`src/bbr_cfg.svh`:
```
`ifndef BBR_CFG_SVH
`define BBR_CFG_SVH

`define BBR_OFS_B2_MODE   8'h38
`define BBR_OFS_B2_CONF   8'h39
`define BBR_OFS_B3_VOLT   8'h3C
`define BBR_OFS_B3_STBY   8'h3D
`define BBR_OFS_B3_SLP    8'h3E
`define BBR_OFS_B3_MODE   8'h3F
`define BBR_OFS_B3_CONF   8'h40
`define BBR_OFS_BST_CTL   8'h66

`define BBR_MASK_MODE     8'h2F
`define BBR_MASK_CONF     8'h7D
`define BBR_MASK_VOLT     8'h1F
`define BBR_MASK_BST      8'h6F

`define BBR_OTP_MODE      8'h0F
`define BBR_OTP_CONF      8'h4D
`define BBR_OTP_VOLT      8'h1F
`define BBR_OTP_BST       8'h6F

`define BBR_OMODE_BIT     5
`define BBR_DVS_BIT       6
`define BBR_PHASE_LSB     4
`define BBR_FREQ_LSB      2
`define BBR_ILIM_BIT      0
`define BBR_BST_STBY_LSB  5
`define BBR_BST_NORM_LSB  2
`define BBR_BST_VOLT_LSB  0

`define BBR_CLK_NS        50
`define BBR_DVS_FAST_NS   2000
`define BBR_DVS_SLOW_NS   4000
`define BBR_DVS_FAST_CYC  (`BBR_DVS_FAST_NS / `BBR_CLK_NS)
`define BBR_DVS_SLOW_CYC  (`BBR_DVS_SLOW_NS / `BBR_CLK_NS)

`endif

```
`src/bbr_pkg.sv`:
```
package bbr_pkg;

    typedef enum logic [1:0] {
        BST_OFF  = 2'h0,
        BST_PFM  = 2'h1,
        BST_AUTO = 2'h2,
        BST_SKIP = 2'h3
    } bbr_bst_mode_e;

    typedef enum logic [2:0] {
        RUN_OFF = 3'h1,
        RUN_PFM = 3'h2,
        RUN_SKIP = 3'h4
    } bbr_bst_run_e;

endpackage : bbr_pkg

```
`src/bbr_ctrl_regs.sv`:
```
`timescale 1ns/1ns
`include "bbr_cfg.svh"

module bbr_ctrl_regs
    import bbr_pkg::*;
(
    input  wire logic       clk_sys,
    input  wire logic       reset,
    input  wire logic       clk_en,
    input  wire logic       reg_wr,
    input  wire logic       reg_rd,
    input  wire logic [7:0] reg_addr,
    input  wire logic [7:0] reg_wdata,
    output logic      [7:0] reg_rdata,
    output logic            reg_rd_ack,
    output logic            reg_addr_err,
    input  wire logic [7:0] otp_b2_mode,
    input  wire logic [7:0] otp_b2_conf,
    input  wire logic [7:0] otp_b3_volt,
    input  wire logic [7:0] otp_b3_stby,
    input  wire logic [7:0] otp_b3_slp,
    input  wire logic [7:0] otp_b3_mode,
    input  wire logic [7:0] otp_b3_conf,
    input  wire logic [7:0] otp_bst_ctl,
    input  wire logic       turn_off_evt,
    input  wire logic       turn_on_evt,
    input  wire logic       standby_req,
    input  wire logic       boost_seq_en,
    input  wire logic       boost_heavy_load,
    output logic            buck_two_off_behaviour,
    output logic      [3:0] buck_two_switch_mode,
    output logic            buck_two_scaling_rate,
    output logic      [1:0] buck_two_phase_sel,
    output logic      [1:0] buck_two_freq_sel,
    output logic            buck_two_current_limit,
    output logic            buck_three_off_behaviour,
    output logic      [3:0] buck_three_switch_mode,
    output logic            buck_three_scaling_rate,
    output logic      [1:0] buck_three_phase_sel,
    output logic      [1:0] buck_three_freq_sel,
    output logic            buck_three_current_limit,
    output logic      [4:0] buck_three_vcode,
    output logic      [1:0] buck_sleep,
    output logic      [1:0] buck_off,
    output logic      [1:0] dvs_step,
    output logic      [1:0] boost_standby_mode,
    output logic      [1:0] boost_normal_mode,
    output logic      [1:0] boost_voltage_sel,
    output bbr_bst_run_e    boost_drive
);

    localparam int FAST_CYC = `BBR_DVS_FAST_CYC;
    localparam int SLOW_CYC = `BBR_DVS_SLOW_CYC;

    logic [7:0] b2_mode_r;
    logic [7:0] b2_conf_r;
    logic [7:0] b3_volt_r;
    logic [7:0] b3_stby_r;
    logic [7:0] b3_slp_r;
    logic [7:0] b3_mode_r;
    logic [7:0] b3_conf_r;
    logic [7:0] bst_ctl_r;
    logic [7:0] rd_mux;
    logic       hit;
    logic       wr;
    logic [1:0] omode;
    logic [1:0] rate;
    logic [4:0] b3_target;
    bbr_bst_mode_e eff_mode;
    bbr_bst_run_e  drive_nxt;

    assign wr = clk_en && reg_wr;

    always_comb
    begin
        rd_mux = 8'h00;
        hit    = 1'b1;
        if (reg_addr == `BBR_OFS_B2_MODE)
            rd_mux = b2_mode_r;
        else if (reg_addr == `BBR_OFS_B2_CONF)
            rd_mux = b2_conf_r;
        else if (reg_addr == `BBR_OFS_B3_VOLT)
            rd_mux = b3_volt_r;
        else if (reg_addr == `BBR_OFS_B3_STBY)
            rd_mux = b3_stby_r;
        else if (reg_addr == `BBR_OFS_B3_SLP)
            rd_mux = b3_slp_r;
        else if (reg_addr == `BBR_OFS_B3_MODE)
            rd_mux = b3_mode_r;
        else if (reg_addr == `BBR_OFS_B3_CONF)
            rd_mux = b3_conf_r;
        else if (reg_addr == `BBR_OFS_BST_CTL)
            rd_mux = bst_ctl_r;
        else
            hit = 1'b0;
    end

    always_ff @(posedge clk_sys)
    begin
        if (reset)
        begin
            b2_mode_r <= otp_b2_mode & `BBR_OTP_MODE;
            b2_conf_r <= otp_b2_conf & `BBR_OTP_CONF;
            b3_volt_r <= otp_b3_volt & `BBR_OTP_VOLT;
            b3_stby_r <= otp_b3_stby & `BBR_OTP_VOLT;
            b3_slp_r  <= otp_b3_slp  & `BBR_OTP_VOLT;
            b3_mode_r <= otp_b3_mode & `BBR_OTP_MODE;
            b3_conf_r <= otp_b3_conf & `BBR_OTP_CONF;
            bst_ctl_r <= otp_bst_ctl & `BBR_OTP_BST;
        end
        else if (wr)
        begin
            if (reg_addr == `BBR_OFS_B2_MODE)
                b2_mode_r <= reg_wdata & `BBR_MASK_MODE;
            else if (reg_addr == `BBR_OFS_B2_CONF)
                b2_conf_r <= reg_wdata & `BBR_MASK_CONF;
            else if (reg_addr == `BBR_OFS_B3_VOLT)
                b3_volt_r <= reg_wdata & `BBR_MASK_VOLT;
            else if (reg_addr == `BBR_OFS_B3_STBY)
                b3_stby_r <= reg_wdata & `BBR_MASK_VOLT;
            else if (reg_addr == `BBR_OFS_B3_SLP)
                b3_slp_r  <= reg_wdata & `BBR_MASK_VOLT;
            else if (reg_addr == `BBR_OFS_B3_MODE)
                b3_mode_r <= reg_wdata & `BBR_MASK_MODE;
            else if (reg_addr == `BBR_OFS_B3_CONF)
                b3_conf_r <= reg_wdata & `BBR_MASK_CONF;
            else if (reg_addr == `BBR_OFS_BST_CTL)
                bst_ctl_r <= reg_wdata & `BBR_MASK_BST;
        end
    end

    // Read answer one cycle after the strobe; unmapped reads return zero
    always_ff @(posedge clk_sys)
    begin
        if (reset)
        begin
            reg_rdata    <= 8'h00;
            reg_rd_ack   <= 1'b0;
            reg_addr_err <= 1'b0;
        end
        else if (clk_en)
        begin
            reg_rd_ack   <= reg_rd;
            reg_addr_err <= (reg_rd || reg_wr) && !hit;
            if (reg_rd)
                reg_rdata <= rd_mux;
        end
    end

    // Field views are plain slices of the registers
    // direct field outputs
    assign buck_two_switch_mode     = b2_mode_r[3:0];
    assign buck_two_off_behaviour   = b2_mode_r[`BBR_OMODE_BIT];
    assign buck_two_scaling_rate    = b2_conf_r[`BBR_DVS_BIT];
    assign buck_two_phase_sel       = b2_conf_r[`BBR_PHASE_LSB +: 2];
    assign buck_two_freq_sel        = b2_conf_r[`BBR_FREQ_LSB +: 2];
    assign buck_two_current_limit   = b2_conf_r[`BBR_ILIM_BIT];
    assign buck_three_switch_mode   = b3_mode_r[3:0];
    assign buck_three_off_behaviour = b3_mode_r[`BBR_OMODE_BIT];
    assign buck_three_scaling_rate  = b3_conf_r[`BBR_DVS_BIT];
    assign buck_three_phase_sel     = b3_conf_r[`BBR_PHASE_LSB +: 2];
    assign buck_three_freq_sel      = b3_conf_r[`BBR_FREQ_LSB +: 2];
    assign buck_three_current_limit = b3_conf_r[`BBR_ILIM_BIT];
    assign boost_standby_mode = bst_ctl_r[`BBR_BST_STBY_LSB +: 2];
    assign boost_normal_mode  = bst_ctl_r[`BBR_BST_NORM_LSB +: 2];
    assign boost_voltage_sel  = bst_ctl_r[`BBR_BST_VOLT_LSB +: 2];

    assign omode = {b3_mode_r[`BBR_OMODE_BIT], b2_mode_r[`BBR_OMODE_BIT]};
    assign rate  = {b3_conf_r[`BBR_DVS_BIT], b2_conf_r[`BBR_DVS_BIT]};

    // Per-buck off state and voltage-scaling step timer
    genvar i;
    generate
        for (i = 0; i < 2; i++)
        begin : g_buck
            logic [6:0] cnt_r;

            always_ff @(posedge clk_sys)
            begin
                if (reset)
                begin
                    buck_sleep[i] <= 1'b0;
                    buck_off[i]   <= 1'b0;
                end
                else if (clk_en && turn_off_evt)
                begin
                    buck_sleep[i] <= omode[i];
                    buck_off[i]   <= !omode[i];
                end
                else if (clk_en && turn_on_evt)
                begin
                    buck_sleep[i] <= 1'b0;
                    buck_off[i]   <= 1'b0;
                end
            end

            always_ff @(posedge clk_sys)
            begin
                if (reset)
                begin
                    cnt_r       <= 7'h00;
                    dvs_step[i] <= 1'b0;
                end
                else if (clk_en)
                begin
                    dvs_step[i] <= (cnt_r == 7'h00);
                    if (cnt_r == 7'h00)
                        cnt_r <= rate[i] ? 7'(SLOW_CYC - 1) : 7'(FAST_CYC - 1);
                    else
                        cnt_r <= cnt_r - 7'h01;
                end
            end
        end
    endgenerate

    assign b3_target = buck_sleep[1] ? b3_slp_r[4:0] :
                       standby_req   ? b3_stby_r[4:0] : b3_volt_r[4:0];

    // Output walks one code per step so the rail ramps at the set rate
    // ramp at rate
    always_ff @(posedge clk_sys)
    begin
        if (reset)
            buck_three_vcode <= otp_b3_volt[4:0];
        else if (clk_en && dvs_step[1] && !buck_off[1])
        begin
            if (buck_three_vcode < b3_target)
                buck_three_vcode <= buck_three_vcode + 5'h01;
            else if (buck_three_vcode > b3_target)
                buck_three_vcode <= buck_three_vcode - 5'h01;
        end
    end

    assign eff_mode = bbr_bst_mode_e'(standby_req ? boost_standby_mode
                                                  : boost_normal_mode);

    always_comb
    begin
        case (eff_mode)
            BST_PFM:  drive_nxt = RUN_PFM;
            BST_SKIP: drive_nxt = RUN_SKIP;
            BST_AUTO: drive_nxt = !boost_seq_en ? RUN_OFF :
                                  boost_heavy_load ? RUN_SKIP : RUN_PFM;
            default:  drive_nxt = RUN_OFF;
        endcase
    end

    always_ff @(posedge clk_sys)
    begin
        if (reset)
            boost_drive <= RUN_OFF;
        else if (clk_en)
            boost_drive <= drive_nxt;
    end
endmodule : bbr_ctrl_regs

```
`config.mk`:
```
export PLATFORM = sky130hd
export DESIGN_NAME = bbr_ctrl_regs
export DESIGN_NICKNAME = d
export VERILOG_FILES = /design/src/bbr_pkg.sv /design/src/bbr_ctrl_regs.sv
export VERILOG_INCLUDE_DIRS = /design/src
export SDC_FILE = /design/constraint.sdc
export NUM_CORES = 1
export LEC_CHECK = 0
export ABC_AREA = 1
export BUFFER_PORTS_ARGS = -buffer_cell sky130_fd_sc_hd__buf_2
export CAP_MARGIN = 5
export CORE_ASPECT_RATIO = 2
export CORE_UTILIZATION = 40
export DETAILED_ROUTE_END_ITERATION = 10
export PLACE_DENSITY = 0.66
export SLEW_MARGIN = 40
export SYNTH_ARGS = -nofsm -noshare
export SYNTH_HDL_FRONTEND = slang
export SYNTH_SLANG_ARGS = --single-unit
```
`constraint.sdc`:
```
create_clock -name clk_sys -period 3.7 [get_ports clk_sys]
set_input_delay 0.555 -clock clk_sys [delete_from_list [all_inputs] [get_ports clk_sys]]
set_output_delay 0.555 -clock clk_sys [all_outputs]
set_load 0.01 [all_outputs]
```
==> results.yml <==
global_route:
  grt_max_degree: 66
  grt_pass1_wl_um: 20100
  overflow: 0
  grt_pass1_vias: 4089
  antenna_found_initial: 0
  grt_usage: 0.251
floorplan:
  io_pins: 142
  core_um2: 10400
  row_count: 53
  start_util: 0.409
  die_w_um: 74.9
  die_h_um: 148
  dieArea_um2: 11100
sta:
  slew-limit-headroom: 0.518
  slew_viol_final: 0
  max_freq_ghz: 0.307
  setup_tns_ns: 0
  rsz0062_at_grt: "false"
  hold_violations: 0
  finalClockSkew_ns: 0.0119
  worst_slew_pin_slew_ns: 0.716
  period_minus_slack_ns: 3.26
  finalSetupViolations: 0
  timing.final.crit_share: 0.880
clocking:
  ctsResizeCount: 0
  cts_tree: "yes"
  cts_max_path_buffers: 2
  root_buffer: "clkbuf_16"
  clock_sinks: 80
  clk-insertion-delay-late_ns: 0.35
  post_cts_buffers: 0
  cts.htree.levels: 3
  clkSlewWorstSetupHoldPaths_ns: 0.07
  ctsHoldBuffers: 0
  cts_made_buffers: 9
worst_setup_path:
  worst_ep_arrival_time_ns: 3.34
  rr_worst_depth: 17
  cpMostUsedCell: "inv_1"
  cp_slowest_cell: "o211ai_1"
  crit_required_ns: 3.78
  cp-start-kind: "flop"
  critical_path.max_stage_delay_ns: 0.48
  critPathCaptureType: "flop"
  path_class: "reg2reg"
  worstPathMaxFanout: 9
  crit_chain: "inv_1 -> nand3_1 -> o21ai_0 -> ha_1 -> nand2_1 -> inv_1 -> nand3_1 -> o211ai_1 -> inv_1 -> fa_1 -> inv_1 -> nand3_1 -> nand2_1 -> xor2_1 -> a21oi_1 -> o21ai_0 -> o21ai_0"
route:
  dr.pass1.iters: 5
  wl_met2_um: 7330
  drt.antenna.violating_nets: 0
  wl_met1_um: 4730
  wl_per_cell_um: 16.5
  num_vias: 4168
  wl_met3_um: 526
  vias_per_cell: 5.20
  routed.top_layer: "met4"
  totalWireLength_um: 13200
  drt-initial-drc-count: 319
  drc_errors: 0
yosys:
  yosysUniqueCellTypes: 36
  ys_seq_elements: 80
  synthCells: 548
  synth_top_family_by_area: "simple AND/OR/NAND/NOR gates"
  synth_warnings: 0
  synth_compound_area_frac: 0.135
  synth.cell_area_um2: 4260
  postSynth.asyncResetShare: 0
  synth_nets: 649
  syn_area_per_cell_um2: 7.77
  synthAdderAreaFrac: 0.0341
  synth-xor-area-share: 0.00823
  synth_simple_gate_area_frac: 0.275
  ys_seq_area_frac: 0.475
  synth_ff_type: "edfxtp_1"
  synth.area.mux_share: 0
  synth-edff-count: 42
placed_design:
  globalplace.congestion: 0.903
  dp_hpwl_um: 10400
  port_buffers: 112
pwr:
  leakage_nw: 2.49
  peakVddDrop_mv: 0.325
  power.total_mw: 2.60
  powerDensity_nw_per_um2: 494
run_status:
  outcome: "finished clean"
flow_run:
  maxCapViolCount: 0
worst_hold_path:
  hold_depth: 2
  hp-class: "reg2reg"
cells_and_area:
  nFillCells: 1032
  drive_gt1_frac: 0.233
  layout.nets: 760
  diodes: 0
  area_growth_pct: 23.7
-- path summary, 6_finish.rpt --
check / endpoint / start / slack (ns)
setup / recovery: buck_three_vcode[4]$_DFFE_PP_ / buck_sleep[1]$_SDFFE_PP0P_ / 0.44
hold / removal: reg_rd_ack$_SDFFE_PP0P_ / reg_rd_ack$_SDFFE_PP0P_ / 0.46
setup reg to reg: buck_three_vcode[4]$_DFFE_PP_ / buck_sleep[1]$_SDFFE_PP0P_ / 0.44
hold reg to reg: reg_rd_ack$_SDFFE_PP0P_ / reg_rd_ack$_SDFFE_PP0P_ / 0.46
-- cell type report --
type / count / area [µm²] / share of cell area
multi-input cells: 389 / 1930 / 0.367
inverters: 63 / 236 / 0.0449
well taps: 137 / 171 / 0.0326
flip-flops and latches: 80 / 2020 / 0.384
repair buffers: 116 / 591 / 0.112
clock buffers: 9 / 225 / 0.0428
clock inverters: 7 / 85.1 / 0.0162
-- power by group --
part / internal, mW / total (mW) / switching, mW
logic: 0.220 / 0.569 / 0.348
clock network: 0.538 / 0.924 / 0.386
registers: 1.03 / 1.11 / 0.0740
total: 1.79 / 2.60 / 0.808
-- metal layers --
metal | vias to the layer above | track usage
met5 | - | 0
met4 | 0 | 0.141
met3 | 44 | 0.0484
met2 | 143 | 0.454
met1 | 1928 | 0.258
li1 | 2053 | -
-- worst max-delay path: cells and delay by family (launching register included) --
kind / cells / cell delay, ns
AOI/OAI and AO/OA: 5 / 0.85
xor gates and xnor gates: 1 / 0.19
adders and majority gates: 2 / 0.67
buffers and inverters: 4 / 0.42
DFF: 1 / 0.44
and+or+nand+nor: 5 / 0.39
-- logic make-up (layout without fill, tap and decap cells) --
kind of cell,count (synthesis),in the layout
AO/OA/AOI/OAI,110,110
XOR/XNOR,4,4
adder cells (fa/ha/maj),11,11
buffers and inverters,79,195
flip-flops,80,80
other,1,1
AND/OR/NAND/NOR,263,263
-- registers in the layout, summed over array words and instances (netlist names), 5 cells and up --
signal and flops:
g_buck.cnt_r 14, reg_rdata 7, b2_conf_r 6, b3_conf_r 6, bst_ctl_r 6, b2_mode_r 5, b3_mode_r 5, b3_slp_r 5
b3_stby_r 5, b3_volt_r 5, buck_three_vcode 5
-- cells in the mapped netlist, types with 2 or more instances --
| master | number | share of area |
|---|---|---|
| a21oi_1 | 45 | 0.053 |
| a211oi_1 | 2 | 0.0035 |
| nor2_1 | 36 | 0.032 |
| nor2_4 | 5 | 0.013 |
| nand3_1 | 38 | 0.045 |
| o211ai_1 | 3 | 0.0053 |
| edfxtp_1 | 42 | 0.30 |
| o21ai_1 | 14 | 0.016 |
| nor4_1 | 4 | 0.0059 |
| dfxtp_1 | 38 | 0.18 |
| nand4_1 | 6 | 0.0088 |
| o31ai_1 | 2 | 0.0035 |
| nand2_1 | 155 | 0.14 |
| buf_1 | 5 | 0.0044 |
| buf_4 | 2 | 0.0035 |
| clkbuf_1 | 8 | 0.0071 |
| o22ai_1 | 2 | 0.0029 |
| xor2_1 | 4 | 0.0082 |
| nor3_1 | 6 | 0.0071 |
| o21ai_0 | 40 | 0.047 |
| a31oi_1 | 2 | 0.0029 |
| nand2_2 | 2 | 0.0029 |
| ha_1 | 10 | 0.029 |
| inv_2 | 6 | 0.0053 |
| inv_1 | 57 | 0.050 |
| nor2_2 | 4 | 0.0059 |
-- per-stage QoR --
stage	setup slack (ns)	hold slack (ns)	cell area [µm²]	std cells	utilization
3_5_place_dp	0.163	0.457	4950	785	0.476
3_3_place_gp	0.262	0.450	4950	785	0.475
2_1_floorplan	0.681	0.448	4260	548	-
6_report	0.443	0.464	5270	801	0.506
4_1_cts	0.486	0.465	5270	801	0.506
5_1_grt	0.154	0.487	5270	801	0.506
-- cell usage in the layout, fill, tap and decap left out, types with 5 or more instances in the layout --
| cell type | synthesis | layout |
|---|---|---|
| ha_1 | 10 | 10 |
| nor2_1 | 36 | 36 |
| a21oi_1 | 45 | 45 |
| inv_1 | 57 | 57 |
| nand4_1 | 6 | 6 |
| inv_2 | 6 | 6 |
| dfxtp_1 | 38 | 38 |
| nor3_1 | 6 | 6 |
| nand2_1 | 155 | 155 |
| clkbuf_16 | 0 | 9 |
| buf_2 | 1 | 112 |
| nand3_1 | 38 | 38 |
| o21ai_1 | 14 | 15 |
| edfxtp_1 | 42 | 42 |
| nor2_4 | 5 | 5 |
| o21ai_0 | 40 | 39 |
No activity file was read; power rests on OpenSTA's default activity.
